--- src/hw/pbo_pkg.sv ---
// Constants and state types for the pushbutton on/off controller
package pbo_pkg;
    localparam int unsigned CLK_MHZ = 125;
    localparam int unsigned GLITCH_US = 600;
    localparam int unsigned DEBOUNCE_MS = 50;
    localparam int unsigned LONG_PRESS_MS = 8000;
    localparam int unsigned IRQ_MS = 32;
    localparam int unsigned LONG_IRQ_MULT = 4;
    localparam int unsigned BLANK_MULT = 2;
    localparam logic [31:0] GLITCH_CYC = 32'(GLITCH_US * CLK_MHZ);
    localparam logic [31:0] DEBOUNCE_CYC = 32'(DEBOUNCE_MS * 1000 * CLK_MHZ);
    localparam logic [31:0] LONG_PRESS_CYC = 32'(LONG_PRESS_MS * 1000 * CLK_MHZ);
    localparam logic [31:0] IRQ_CYC = 32'(IRQ_MS * 1000 * CLK_MHZ);
    localparam logic OFF_ON_LONG_DEF = 1'b1;

    typedef struct packed {
        logic [31:0] high_cnt;
        logic held;
    } pbo_filt_t;

    typedef struct packed {
        logic [31:0] press_cnt;
        logic db_done;
        logic lp_done;
        logic power;
        logic [31:0] irq_cnt;
        logic [31:0] blank_cnt;
    } pbo_state_t;
endpackage

--- src/hw/pbo_ctrl.sv ---
// Pushbutton on/off controller with latched power output and interrupt
`timescale 1ns/1ps
module pbo_ctrl
    import pbo_pkg::*;
#(
    parameter logic [31:0] GLITCH = GLITCH_CYC,
    parameter logic [31:0] DEBOUNCE = DEBOUNCE_CYC,
    parameter logic [31:0] LONG_PRESS = LONG_PRESS_CYC,
    parameter logic [31:0] IRQ_LEN = IRQ_CYC,
    parameter logic OFF_ON_LONG = OFF_ON_LONG_DEF
)
(
    input wire logic I_SYS_CLK,
    input wire logic I_RST,
    input wire logic I_CE,
    input wire logic I_BUTTON_IN_N,
    input wire logic I_FORCE_OFF_N,
    output logic O_POWER,
    output logic O_IRQ_N_OUT,
    output logic O_IRQ_N_OE
)
;
    // Build-time variant selection through the parameters above
    localparam logic [31:0] LONG_IRQ = 32'(IRQ_LEN * LONG_IRQ_MULT);
    localparam logic [31:0] BLANK = 32'(IRQ_LEN * BLANK_MULT);

    pbo_state_t st_ff;
    pbo_state_t nxt_st;
    logic held;
    logic db_ev;
    logic lp_ev;
    logic clr_ok;

    pbo_glitch #(.GLITCH(GLITCH)) u_glitch (
        .i_clk(I_SYS_CLK),
        .i_rst(I_RST),
        .i_ce(I_CE),
        .i_button_in_n(I_BUTTON_IN_N),
        .o_held(held)
    );

    assign db_ev = held && !st_ff.db_done && (st_ff.press_cnt == DEBOUNCE - 32'h1);
    assign lp_ev = held && !st_ff.lp_done && (st_ff.press_cnt == LONG_PRESS - 32'h1);
    assign clr_ok = st_ff.power && (st_ff.blank_cnt == '0);

    always_comb
    begin
        nxt_st = st_ff;
        if (st_ff.irq_cnt != '0)
        begin
            nxt_st.irq_cnt = st_ff.irq_cnt - 32'h1;
        end
        if (st_ff.blank_cnt != '0)
        begin
            nxt_st.blank_cnt = st_ff.blank_cnt - 32'h1;
        end
        if (!held)
        begin
            nxt_st.press_cnt = '0;
            nxt_st.db_done = 1'b0;
            nxt_st.lp_done = 1'b0;
        end
        else if (st_ff.press_cnt < LONG_PRESS)
        begin
            nxt_st.press_cnt = st_ff.press_cnt + 32'h1;
        end
        if (!I_FORCE_OFF_N && clr_ok)
        begin
            nxt_st.power = 1'b0;
        end
        if (db_ev)
        begin
            nxt_st.db_done = 1'b1;
            nxt_st.power = 1'b1;
            nxt_st.irq_cnt = IRQ_LEN;
            nxt_st.blank_cnt = BLANK;
        end
        if (lp_ev)
        begin
            // Only once per closure, so holding longer adds nothing
            nxt_st.lp_done = 1'b1;
            nxt_st.irq_cnt = LONG_IRQ;
            if (OFF_ON_LONG)
            begin
                nxt_st.power = 1'b0;
            end
        end
    end

    always_ff @(posedge I_SYS_CLK or posedge I_RST)
    begin
        if (I_RST)
        begin
            st_ff <= '0;
        end
        else if (I_CE)
        begin
            st_ff <= nxt_st;
        end
    end

    assign O_POWER = st_ff.power;
    assign O_IRQ_N_OUT = 1'b0;
    assign O_IRQ_N_OE = (st_ff.irq_cnt != '0);

    property p_restart;
        @(posedge I_SYS_CLK) disable iff (I_RST)
        (I_CE && !held) |=> (st_ff.press_cnt == '0);
    endproperty
    a_restart: assert property (p_restart) else $error("Press count not restarted");

    property p_turn_on;
        @(posedge I_SYS_CLK) disable iff (I_RST)
        (I_CE && db_ev && !lp_ev) |=> (O_POWER && O_IRQ_N_OE && st_ff.irq_cnt == IRQ_LEN);
    endproperty
    a_turn_on: assert property (p_turn_on) else $error("Debounced press did not turn on");

    property p_on_cause;
        @(posedge I_SYS_CLK) disable iff (I_RST)
        $rose(O_POWER) |-> $past(db_ev) && $past(I_CE);
    endproperty
    a_on_cause: assert property (p_on_cause) else $error("Power rose without debounce");

    property p_long_off;
        @(posedge I_SYS_CLK) disable iff (I_RST)
        (I_CE && lp_ev && OFF_ON_LONG) |=> !O_POWER;
    endproperty
    a_long_off: assert property (p_long_off) else $error("Long press did not turn off");

    property p_long_stay;
        @(posedge I_SYS_CLK) disable iff (I_RST)
        (I_CE && lp_ev && !OFF_ON_LONG && st_ff.power && I_FORCE_OFF_N) |=> O_POWER;
    endproperty
    a_long_stay: assert property (p_long_stay) else $error("Long press dropped power");

    property p_long_irq;
        @(posedge I_SYS_CLK) disable iff (I_RST)
        (I_CE && lp_ev) |=> (st_ff.irq_cnt == LONG_IRQ) ##1 O_IRQ_N_OE;
    endproperty
    a_long_irq: assert property (p_long_irq) else $error("Long pulse length wrong");

    property p_no_retrigger;
        @(posedge I_SYS_CLK) disable iff (I_RST)
        (I_CE && st_ff.lp_done && held) |=> (st_ff.irq_cnt <= $past(st_ff.irq_cnt));
    endproperty
    a_no_retrigger: assert property (p_no_retrigger) else $error("Interrupt retriggered");

    property p_clear;
        @(posedge I_SYS_CLK) disable iff (I_RST)
        (I_CE && !I_FORCE_OFF_N && clr_ok && !db_ev) |=> !O_POWER;
    endproperty
    a_clear: assert property (p_clear) else $error("Clear did not turn off");

    property p_blank;
        @(posedge I_SYS_CLK) disable iff (I_RST)
        (I_CE && st_ff.power && st_ff.blank_cnt != '0 && !lp_ev) |=> O_POWER;
    endproperty
    a_blank: assert property (p_blank) else $error("Clear acted during blanking");

    property p_freeze;
        @(posedge I_SYS_CLK) disable iff (I_RST)
        (!I_CE) |=> (st_ff == $past(st_ff));
    endproperty
    a_freeze: assert property (p_freeze) else $error("State moved with enable low");

    property p_pulse_stands;
        @(posedge I_SYS_CLK) disable iff (I_RST)
        (I_CE && st_ff.irq_cnt > 32'h1) |=> O_IRQ_N_OE;
    endproperty
    a_pulse_stands: assert property (p_pulse_stands) else $error("Pulse ended early");

    property p_pulse_ends;
        @(posedge I_SYS_CLK) disable iff (I_RST)
        (I_CE && st_ff.irq_cnt == 32'h1 && !db_ev && !lp_ev) |=> !O_IRQ_N_OE;
    endproperty
    a_pulse_ends: assert property (p_pulse_ends) else $error("Pulse ran too long");

    property p_off_ignore;
        @(posedge I_SYS_CLK) disable iff (I_RST)
        (I_CE && !st_ff.power && !db_ev) |=> !O_POWER;
    endproperty
    a_off_ignore: assert property (p_off_ignore) else $error("Power rose while off");

    property p_blank_load;
        @(posedge I_SYS_CLK) disable iff (I_RST)
        (I_CE && db_ev) |=> (st_ff.blank_cnt == BLANK);
    endproperty
    a_blank_load: assert property (p_blank_load) else $error("Blanking not loaded");

    property p_power_hold;
        @(posedge I_SYS_CLK) disable iff (I_RST)
        (I_CE && st_ff.power && I_FORCE_OFF_N && !(lp_ev && OFF_ON_LONG)) |=> O_POWER;
    endproperty
    a_power_hold: assert property (p_power_hold) else $error("Power dropped");

    property p_off_cause;
        @(posedge I_SYS_CLK) disable iff (I_RST)
        $fell(O_POWER) |-> $past(I_CE) && ($past(lp_ev) || !$past(I_FORCE_OFF_N));
    endproperty
    a_off_cause: assert property (p_off_cause) else $error("Power fell without cause");

    property p_db_once;
        @(posedge I_SYS_CLK) disable iff (I_RST)
        (I_CE && st_ff.db_done && held) |=> st_ff.db_done;
    endproperty
    a_db_once: assert property (p_db_once) else $error("Debounce event rearmed");

    property p_lp_once;
        @(posedge I_SYS_CLK) disable iff (I_RST)
        (I_CE && st_ff.lp_done && held) |=> st_ff.lp_done;
    endproperty
    a_lp_once: assert property (p_lp_once) else $error("Long event rearmed");

    property p_press_sat;
        @(posedge I_SYS_CLK) disable iff (I_RST)
        (st_ff.press_cnt <= LONG_PRESS);
    endproperty
    a_press_sat: assert property (p_press_sat) else $error("Press count overran");

    property p_rearm;
        @(posedge I_SYS_CLK) disable iff (I_RST)
        (I_CE && !held) |=> (!st_ff.db_done && !st_ff.lp_done);
    endproperty
    a_rearm: assert property (p_rearm) else $error("Release did not rearm");
endmodule

--- src/hw/pbo_glitch.sv ---
// Glitch filter that holds a press through short high bounces
`timescale 1ns/1ps
module pbo_glitch
    import pbo_pkg::*;
#(
    parameter logic [31:0] GLITCH = GLITCH_CYC
)
(
    input wire logic i_clk,
    input wire logic i_rst,
    input wire logic i_ce,
    input wire logic i_button_in_n,
    output logic o_held
);
    pbo_filt_t st_ff;
    pbo_filt_t nxt_st;

    always_comb
    begin
        nxt_st = st_ff;
        if (!i_button_in_n)
        begin
            nxt_st.held = 1'b1;
            nxt_st.high_cnt = '0;
        end
        else if (st_ff.held)
        begin
            // Release counts only once high for the whole window
            if (st_ff.high_cnt >= GLITCH - 32'h1)
            begin
                nxt_st.held = 1'b0;
                nxt_st.high_cnt = '0;
            end
            else
            begin
                nxt_st.high_cnt = st_ff.high_cnt + 32'h1;
            end
        end
    end

    always_ff @(posedge i_clk or posedge i_rst)
    begin
        if (i_rst)
        begin
            st_ff <= '0;
        end
        else if (i_ce)
        begin
            st_ff <= nxt_st;
        end
    end

    assign o_held = st_ff.held;

    property p_glitch_hold;
        @(posedge i_clk) disable iff (i_rst)
        (i_ce && st_ff.held && i_button_in_n && st_ff.high_cnt < GLITCH - 32'h1) |=> st_ff.held;
    endproperty
    a_glitch_hold: assert property (p_glitch_hold) else $error("Release taken before filter");
endmodule

--- config.mk ---
export PLATFORM = sky130hd
export DESIGN_NAME = pbo_ctrl
export DESIGN_NICKNAME = d
export VERILOG_FILES = /design/src/hw/pbo_pkg.sv /design/src/hw/pbo_ctrl.sv /design/src/hw/pbo_glitch.sv
export SDC_FILE = /design/constraint.sdc
export NUM_CORES = 1
export LEC_CHECK = 0
export ABC_AREA = 0
export BUFFER_PORTS_ARGS = -buffer_cell sky130_fd_sc_hd__buf_2
export CAP_MARGIN = 25
export CORE_MARGIN = 8
export CORE_UTILIZATION = 55
export DETAILED_ROUTE_END_ITERATION = 10
export PLACE_DENSITY_LB_ADDON = 0.15
export SLEW_MARGIN = 20
export SYNTH_ARGS = -nofsm -noshare
export SYNTH_HDL_FRONTEND = slang
export SYNTH_SLANG_ARGS = --single-unit
export TNS_END_PERCENT = 20
--- constraint.sdc ---
create_clock -name I_SYS_CLK -period 5.44 [get_ports I_SYS_CLK]
set_input_delay 0.544 -clock I_SYS_CLK [delete_from_list [all_inputs] [get_ports I_SYS_CLK]]
set_output_delay 0.544 -clock I_SYS_CLK [all_outputs]
set_load 0.02 [all_outputs]
==> metrics.csv, run 1 <==
metric;value;unit
status;complete, no violations;
io_pins;8;
first_pass_iters;5;
drt.antenna.violating_nets;0;
crit_type;reg -> out;
leakage;3.39;nW
timing.rr.end;st_ff[28];
ys_seq_area_frac;0.453;
tritoncts;built;
critPathTopFamily;simple AND/OR/NAND/NOR gates;
die_width;131;um
crit_path_end_kind;primary output;
setup-tns-final;0;ps
postCtsSetupBuffers;0;
cts_hold_repair.buffers;0;
synth_fp_nets;810;
layout.nets;805;
grt-ovfl-total;0;
rsz0062_at_grt;false;
syn_to_final_growth;11.2;%
crit_arrival;2760;ps
slew_headroom;0.344;
cts.clk_slew.worst_paths;60;ps
synth-async-reset-ratio;1.00;
hold_violations;0;
vdd_drop_max;262;uV
wire_per_inst;17.6;um
max_clock_freq;303;MHz
synth_edf_count;0;
rows;42;
numPortBuffers;6;
worst_pin_slew;977;ps
syn_area;0.00729;sq mm
vias;6295;
setup_viol;0;
synthTopCellsByArea;dfrtp_1 (45%), o21ai_0 (4.7%), xor2_1 (3.6%), nand2_1 (3.6%), nor2_1 (3.2%);
drive_gt1_frac;0.0829;
yosys.cell_types.count;68;
whs;289;ps
required;4900;ps
yosys_warnings;0;
synthFlopType;dfrtp_1;
fin_total_pwr;0.00277;W
rr_worst_depth;6;
clock_path_buffers;2;
slowest_stage;or4_4;
core-area;0.0131;sq mm
crit_buf_inv;1;
synth_area_per_cell;9.11;sq um
yosys.area.top_type_share;0.453;
ys_ff_latch;132;
gp_congestion;0.864;
viasPerCell;6.40;
drt_iter0_drc;573;
cp_cell_sequence;or4_4 > nor3_1 > nand4_1 > buf_2;
drv_cap;0;
p_per_area;342;mW/mm^2
cts_num_sinks;132;
cts-resized-gates;0;
report.final.slew_viol_count;0;
synth_cells;800;
path_max_fanout;10;
cts-root-buf;clkbuf_16;
route.detailed.drc;0;
dieArea;0.0172;sq mm
fin_crit_sh;0.608;
grt_pass1_wl;30000;um
r2r_slack;2550;ps
fin_crit;3300;ps
die_h;131;um
synth_top_cell_by_area;dfrtp_1;
cp-start-kind;register;
start_util;0.557;
grt_usage;0.206;
clk_latency;420;ps
fin_skew;5.75;ps
grt_pass1_vias;6220;
grt_max_degree;69;
antenna_cells;0;
htreeDepth;4;
antenna_found_initial;0;
r2r_start;st_ff[4];
crit_path_max_incr_delay;580;ps
numCtsBuffers;17;
wirelength;17300;um
hold_path.class;in -> async;
hpwlAfterDp;11100;um
placed cells by master (no fill, tap or decap), drive strengths merged, types with 3 or more instances in the layout:
cell and instances:
dfrtp 132, o21ai 74, nand2 69, nor2 62
nor4 35, nand3 34, nor3 31, xor2 30
a21oi 28, and2 26, nand4 23, or3 22
or4 22, and3 20, clkbuf 19, o31ai 17
inv 17, buf 14, o211ai 10, o311ai 9
nand2b 8, a22o 8, nor2b 6, nor3b 6
bufinv 6, nor4b 5, o21a 5, ha 5
and4 4, a311oi 4, a21o 4, o31a 4
clkinv 4, nor4bb 3, o41ai 3, or2 3
mux2i 3, a31o 3, clkinvlp 3
per-layer routing:
layer  GRT usage  up-vias  routed length (um)
met2       0.328      186                8190
li1            -     2978                   -
met5           0        -                   0
met4      0.0717        0                 303
met1       0.266     3101                7890
met3      0.0534       30                 930
worst register-to-register path, stage by stage (launching register included):
cell and delay (ps):
dfrtp_1 410, nor4_1 690, nand4_1 540, nor4_1 440, o21ai_2 170, o311a_1 310
a31o_2 220
registers in the layout, indices dropped and copies added, names as in the netlist:
register,flops
O_POWER,1
st_ff,98
u_glitch.o_held,1
u_glitch.st_ff,32
area by class of cell:
cell class,instances,area [sq um]
clock buffer,19,443
clock inverter,13,230
fill,1108,4980
inverter,17,66.3
multi-input combinational,613,3750
sequential,132,3300
tap,176,220
timing repair buffer,14,90.1
cell usage after synthesis (all sizes together) (5+ instances only):
cell type,number
nor3b,6
nand2,69
clkbuf,28
dfrtp,132
nand2b,8
o21ai,74
nor3,31
or3,22
nor2,62
o211ai,10
nor4,35
a21oi,28
ha,5
or4,22
nand3,34
nand4,23
inv,17
a22o,8
o21a,5
nor2b,6
nor4b,5
o311ai,9
buf,10
xor2,30
and2,26
o31ai,17
and3,20
power by group:
group | internal (W) | leakage, nW | switching, W
Sequential | 0.00107 | 1.76 | 0.000105
Clock | 0.000870 | 0.319 | 0.000431
Combinational | 0.000119 | 1.31 | 0.000174
kinds of logic (layout without fill, tap and decap cells):
family | count (synthesis) | in the layout | share of synthesized area
compound gates | 186 | 186 | 0.169
fa+ha+maj | 5 | 5 | 0.00858
simple gates | 385 | 385 | 0.292
flops | 132 | 132 | 0.453
mux | 4 | 4 | 0.00567
xor+xnor | 32 | 32 | 0.0385
buf+inv | 55 | 63 | 0.0330
other cells | 1 | 1 | 0.000515
how the worst max path moves through the flow:
stage / start / end / depth (start not counted) / slack (ps)
final: st_ff[40] / O_IRQ_N_OE / 4 / 2140
after global routing: st_ff[57] / O_IRQ_N_OE / 4 / 1940
after CTS: st_ff[40] / O_IRQ_N_OE / 4 / 2160
after detailed placement: I_CE / st_ff[61] / 6 / 2360
after global placement: I_CE / st_ff[61] / 6 / 2420
after floorplan: I_RST / O_POWER / 1 / 1370
through the flow:
stage	util	instances	setup slack, ps	area [sq um]
final	0.619	984	2140	8100
after global routing	0.619	984	1940	8100
after CTS	0.619	984	2160	8100
after detailed placement	0.568	952	2360	7430
after global placement	0.568	952	2420	7430
after floorplan	-	800	1370	7290
No activity file was read; power rests on OpenSTA's default activity.
==> run 2: changes to the inputs <==
==> constraint.sdc (replaced) <==
create_clock -name I_SYS_CLK -period 3.3 [get_ports I_SYS_CLK]
set_input_delay 0.33 -clock I_SYS_CLK [delete_from_list [all_inputs] [get_ports I_SYS_CLK]]
set_output_delay 0.33 -clock I_SYS_CLK [all_outputs]
set_load 0.02 [all_outputs]
==> run 2 against run 1 <==
Compared with the run above:
- clock-buffer cell count unchanged
- clock skew increased by 4.4 ps
- largest cell class unchanged
- global-route usage increased by 0.072 points
- first-iteration DRC count increased by 27%
- sequential power increased by 64%
- non-clock buffer count increased by 9
- total power increased by 62%
- highest routed layer is now met5
- cell count increased by 0.91%
- wire length increased by 0.78%
- critical path type unchanged
- setup slack got worse by 1800 ps
- via count increased by 2.0%
==> metrics.csv, run 2 (synthesis gave the netlist of run 1 again) <==
metric;value;unit;change
drt.antenna.violating_nets;0;;unchanged
syn_to_final_growth;12.0;%;
postCtsSetupBuffers;0;;unchanged
wirelength;17500;um;+0.78%
vias;6423;;+2.0%
top_regs;st_ff: 98 flops, u_glitch.st_ff: 32 flops;;
intPower;0.00329;W;+60%
dieArea;0.0172;sq mm;unchanged
status;complete, no violations;;
rows;42;;unchanged
drv_cap;0;;unchanged
crit_arrival;2590;ps;-170 ps
clock_path_buffers;2;;unchanged
fin_crit;2920;ps;
clockPowerShare;0.459;;-0.011
cts-resized-gates;0;;unchanged
report.final.slew_viol_count;0;;unchanged
clk_latency;430;ps;about the same
max_clock_freq;343;MHz;
p_switching;0.00121;W;+71%
htreeDepth;4;;unchanged
fin_ws;382;ps;-1750 ps
tritoncts;built;;
p_per_area;551;mW/mm^2;+61%
grt_usage;0.207;;+0.000720
rsz0062_at_grt;false;;
hpwlAfterDp;11200;um;+0.45%
numCtsBuffers;17;;unchanged
combPwrFrac;0.109;;+0.003
core-area;0.0131;sq mm;unchanged
top_register;st_ff;;
fin_crit_sh;0.884;;
n_fill_cell;1062;;-4.2%
die_width;131;um;unchanged
viasPerCell;6.47;;+1.1%
dpl_cell_area;0.00751;sq mm;+1.1%
slew_headroom;0.483;;+0.139
vdd_drop_max;388;uV;+48%
path_max_fanout;8;;-2
layout.nets;814;;+1.1%
finalInstanceArea;0.00816;sq mm;+0.71%
final_cell_mix;dfrtp_1 (132), nand2_1 (69), o21ai_0 (68), nor2_1 (62), nand3_1 (34);;
grt-ovfl-total;0;;unchanged
numPortBuffers;6;;unchanged
antenna_found_initial;1;;+1
switching_share;0.269;;+0.0129
crit_type;reg -> out;;
setup_viol;0;;unchanged
largest_reg_flops;98;;unchanged
leakage;3.42;nW;+1.0%
cts.clk_slew.worst_paths;60;ps;about the same
die_h;131;um;unchanged
wire_per_inst;17.6;um;-0.13%
fin_total_pwr;0.00450;W;+62%
start_util;0.557;;unchanged
fin_skew;10.1;ps;+4.36 ps
cts_num_sinks;132;;unchanged
grt_pass1_vias;6201;;-0.31%
crit_path_end_kind;primary output;;
hold_path.class;in -> async;;
route.detailed.drc;0;;unchanged
first_pass_iters;5;;unchanged
required;2970;ps;-1930 ps
hold_violations;0;;unchanged
cp-start-kind;register;;
worst_pin_slew;756;ps;-221 ps
antenna_cells;0;;unchanged
grt_pass1_wl;30000;um;-0.21%
setup-tns-final;0;ps;unchanged
grt_max_degree;133;;+93%
drt_iter0_drc;725;;+27%
final_common_cell;dfrtp_1;;
io_pins;8;;unchanged
power_frac_seq;0.432;;+0.007
cts-root-buf;clkbuf_16;;
cts_hold_repair.buffers;0;;unchanged
post-place-ws;465;ps;-1890 ps
gp_congestion;0.891;;+3.1%
drive_gt1_frac;0.0942;;+0.0113
==> run 2: cell types whose count changed in the layout (fill, tap and decap cells not counted), moves of 2 or more <==
cell | previous run | this run
buf_4 | 8 | 16
inv_6 | 0 | 4
bufinv_16 | 6 | 4
clkinv_2 | 2 | 0
==> run 2: final timing paths <==
path	end	cells past startpoint	start	slack [ps]
min reg2reg	u_glitch.st_ff[26]	1	u_glitch.st_ff[26]	490
max reg2reg	st_ff[12]	6	st_ff[16]	440
max	O_IRQ_N_OE	5	st_ff[40]	380
min in group I_SYS_CLK	O_POWER	3	I_FORCE_OFF_N	210
max in group asynchronous	st_ff[88]	3	I_RST	2650
min	st_ff[35]	3	I_RST	90
==> run 2: cell type report <==
class / count / area (sq um) / area share
flip-flops and latches: 132 / 3300 / 0.405
clock inverters: 13 / 196 / 0.0241
multi-input cells: 613 / 3750 / 0.460
well taps: 176 / 220 / 0.0270
clock buffers: 19 / 453 / 0.0555
repair buffers: 23 / 170 / 0.0208
inverters: 17 / 67.6 / 0.00828
==> run 2: per-stage QoR <==
step / instances / util / hold WS, ps
floorplan: 800 / - / 447
detailed placement: 961 / 0.574 / 469
finish: 993 / 0.624 / 88.0
global route: 993 / 0.624 / 158
CTS: 993 / 0.624 / 151
global placement: 961 / 0.574 / 469
==> run 2: power by group through the flow <==
| stage | combinational [W] | clock (W) | sequential [W] |
|---|---|---|---|
| floorplan | 0.000384 | 0 | 0.00191 |
| global placement | 0.000465 | 0 | 0.00195 |
| detailed placement | 0.000491 | 0 | 0.00196 |
| CTS | 0.000495 | 0.00210 | 0.00193 |
| global route | 0.000560 | 0.00217 | 0.00196 |
| finish | 0.000492 | 0.00207 | 0.00194 |
==> run 2: routing by layer <==
| metal | share of wire | GRT usage | up-vias |
|---|---|---|---|
| met1 | 0.45 | 0.264 | 3161 |
| met5 | 0.00069 | 0 | - |
| met2 | 0.47 | 0.329 | 219 |
| met4 | 0.019 | 0.0897 | 2 |
| met3 | 0.054 | 0.0476 | 42 |
| li1 | - | - | 2999 |
==> run 2: worst max-delay path, stage by stage, from the launching register on <==
cell and delay (ps):
dfrtp_1 460, or4_4 580, nor3_1 450, nand4_1 270
buf_4 240, buf_2 160
==> run 3: changes to the inputs <==
--- a/config.mk
+++ b/config.mk
@@ -8,10 +8,10 @@
 export ABC_AREA = 0
 export BUFFER_PORTS_ARGS = -buffer_cell sky130_fd_sc_hd__buf_2
 export CAP_MARGIN = 25
-export CORE_MARGIN = 8
 export CORE_UTILIZATION = 55
 export DETAILED_ROUTE_END_ITERATION = 10
 export PLACE_DENSITY_LB_ADDON = 0.15
+export REMOVE_ABC_BUFFERS = 1
 export SLEW_MARGIN = 20
 export SYNTH_ARGS = -nofsm -noshare
 export SYNTH_HDL_FRONTEND = slang
==> run 3 against run 2 <==
Compared with the run above:
- sequential share of layout area grew 0.15 points
- global-route usage increased by 7.9 points
- sequential power is essentially flat
- worst hold slack lost 11 ps
- total power decreased by 1.4%
- non-clock buffer count is the same
- clock skew increased by 1.7 ps
- die area shrank 20%
- utilization is 1.3 points higher
- critical endpoint unchanged
- largest cell class unchanged
==> metrics.csv, run 3 (synthesis gave the netlist of run 1 again) <==
metric;value;unit;change
gp_congestion;0.909;;+2.0%
viasPerCell;6.44;;-0.49%
cts-root-buf;clkbuf_16;;
fin_crit_sh;0.935;;+0.0509
power_frac_seq;0.437;;+0.005
place_inst;957;;-0.42%
seqCellArea;0.00330;sq mm;unchanged
top_regs;st_ff: 98 flops, u_glitch.st_ff: 32 flops;;
p_switching;0.00118;W;-2.6%
top_register;st_ff;;
wire_per_inst;17.8;um;+1.4%
antenna_cells;0;;unchanged
wirelength;17600;um;+0.95%
finalInstanceArea;0.00813;sq mm;-0.37%
clk_latency;430;ps;about the same
cp-start-kind;register;;
core-area;0.0128;sq mm;-2.4%
first_pass_iters;5;;unchanged
timing.rr.end;st_ff[10];;
rsz0062_at_grt;false;;
dieArea;0.0137;sq mm;-20%
required;2970;ps;about the same
final_common_cell;dfrtp_1;;
report.final.slew_viol_count;0;;unchanged
grt_pass1_wl;30300;um;+0.97%
hpwlAfterDp;11500;um;+3.2%
io_pins;8;;unchanged
die_h;117;um;-11%
final_cell_mix;dfrtp_1 (132), nand2_1 (69), o21ai_0 (68), nor2_1 (62), nand3_1 (34);;
crit_buf_inv;2;;unchanged
vias;6366;;-0.89%
drv_cap;0;;unchanged
status;complete, no violations;;
slowest_stage;or4_4;;
clock_path_buffers;2;;unchanged
p_per_area;546;mW/mm^2;-1.0%
grt_usage;0.285;;+0.0787
grt-ovfl-total;0;;unchanged
r2r_slack;550;ps;+110 ps
crit_arrival;2760;ps;+170 ps
crit_type;reg -> out;;
start_util;0.571;;+0.0136
numPortBuffers;6;;unchanged
intPower;0.00326;W;-0.98%
rr_worst_depth;5;;-1
antenna_found_initial;0;;-1
hold_path.class;in -> async;;
die_width;117;um;-11%
r2r_start;st_ff[93];;
fin_total_pwr;0.00444;W;-1.4%
multi_input_area;0.00375;sq mm;unchanged
numCtsBuffers;17;;unchanged
postCtsSetupBuffers;0;;unchanged
route.detailed.drc;0;;unchanged
fin_skew;11.9;ps;+1.74 ps
whs;77.3;ps;-10.7 ps
cts_num_sinks;132;;unchanged
path_max_fanout;7;;-1
grt_pass1_vias;6281;;+1.3%
leakage;3.41;nW;-0.34%
drive_gt1_frac;0.0918;;-0.00245
fin_crit;3090;ps;+168 ps
rows;41;;-2.4%
largest_reg_flops;98;;unchanged
vdd_drop_max;383;uV;-1.2%
critPathTopFamily;simple AND/OR/NAND/NOR gates;;
clockPowerShare;0.453;;-0.006
cp_cell_sequence;or4_4 > nor3_1 > nand4_1 > buf_4 > buf_2;;
instances_no_fill;989;;-0.40%
syn_to_final_growth;11.6;%;
drt.antenna.violating_nets;0;;unchanged
layout.nets;814;;unchanged
worst_pin_slew;883;ps;+127 ps
n_fill_cell;1062;;unchanged
setup_viol;0;;unchanged
drt_iter0_drc;644;;-11%
crit_path_end_kind;primary output;;
htreeDepth;4;;unchanged
cts_hold_repair.buffers;0;;unchanged
cts.clk_slew.worst_paths;60;ps;about the same
switching_share;0.266;;-0.00319
crit_path_max_incr_delay;580;ps;about the same
grt_max_degree;66;;-50%
hold_violations;0;;unchanged
dpl_cell_area;0.00751;sq mm;about the same
tritoncts;built;;
max_clock_freq;324;MHz;-5.4%
combPwrFrac;0.111;;+0.002
cts-resized-gates;0;;unchanged
slew_headroom;0.411;;-0.0723
## run 3: changes by cell type in the layout (fill, tap and decap cells not counted), sizes merged
| cell | change |
|---|---|
| clkbuf | +1 |
| clkinv | +1 |
| inv | -2 |
## run 3: how the worst max path moves through the flow
stage	start	depth (start not counted)	endpoint	slack, ps
after global placement	st_ff[35]	6	st_ff[36]	630
after floorplan	I_RST	1	O_POWER	-560
final	st_ff[40]	5	O_IRQ_N_OE	210
after global routing	st_ff[40]	5	O_IRQ_N_OE	130
after detailed placement	st_ff[21]	6	st_ff[12]	610
after CTS	st_ff[40]	5	O_IRQ_N_OE	220
## run 3: cell type report
type	instances	share of cell area
multi-input combinational	613	0.461
sequential	132	0.406
clock buffer	20	0.0549
tap	172	0.0265
clock inverter	12	0.0220
timing repair buffer	23	0.0209
inverter	17	0.00816
## run 3: metrics by stage
stage	setup slack [ps]	TNS, ps	util
CTS	221	0	0.637
finish	214	0	0.637
detailed placement	611	0	0.588
global route	126	0	0.637
global placement	633	0	0.588
floorplan	-556	-77110	-
## run 3: worst register-to-register path, delay by kind of cell (launching register included)
kind,cells,cell delay [ps]
DFF,1,420
and+or+nand+nor,5,2190
## run 3: per-layer routing
layer / vias to the layer above / track usage / routed length (um)
met2: 222 / 0.458 / 8440
met4: 0 / 0.112 / 261
met1: 3112 / 0.378 / 7990
met5: - / 0 / 0
li1: 3001 / - / -
met3: 31 / 0.0633 / 935
## run 3: power groups by stage
stage	Clock (W)	Sequential, W	Combinational [W]
finish	0.00201	0.00194	0.000491
global route	0.00211	0.00196	0.000558
CTS	0.00205	0.00193	0.000492
detailed placement	0	0.00195	0.000488
global placement	0	0.00195	0.000467
floorplan	0	0.00192	0.000366
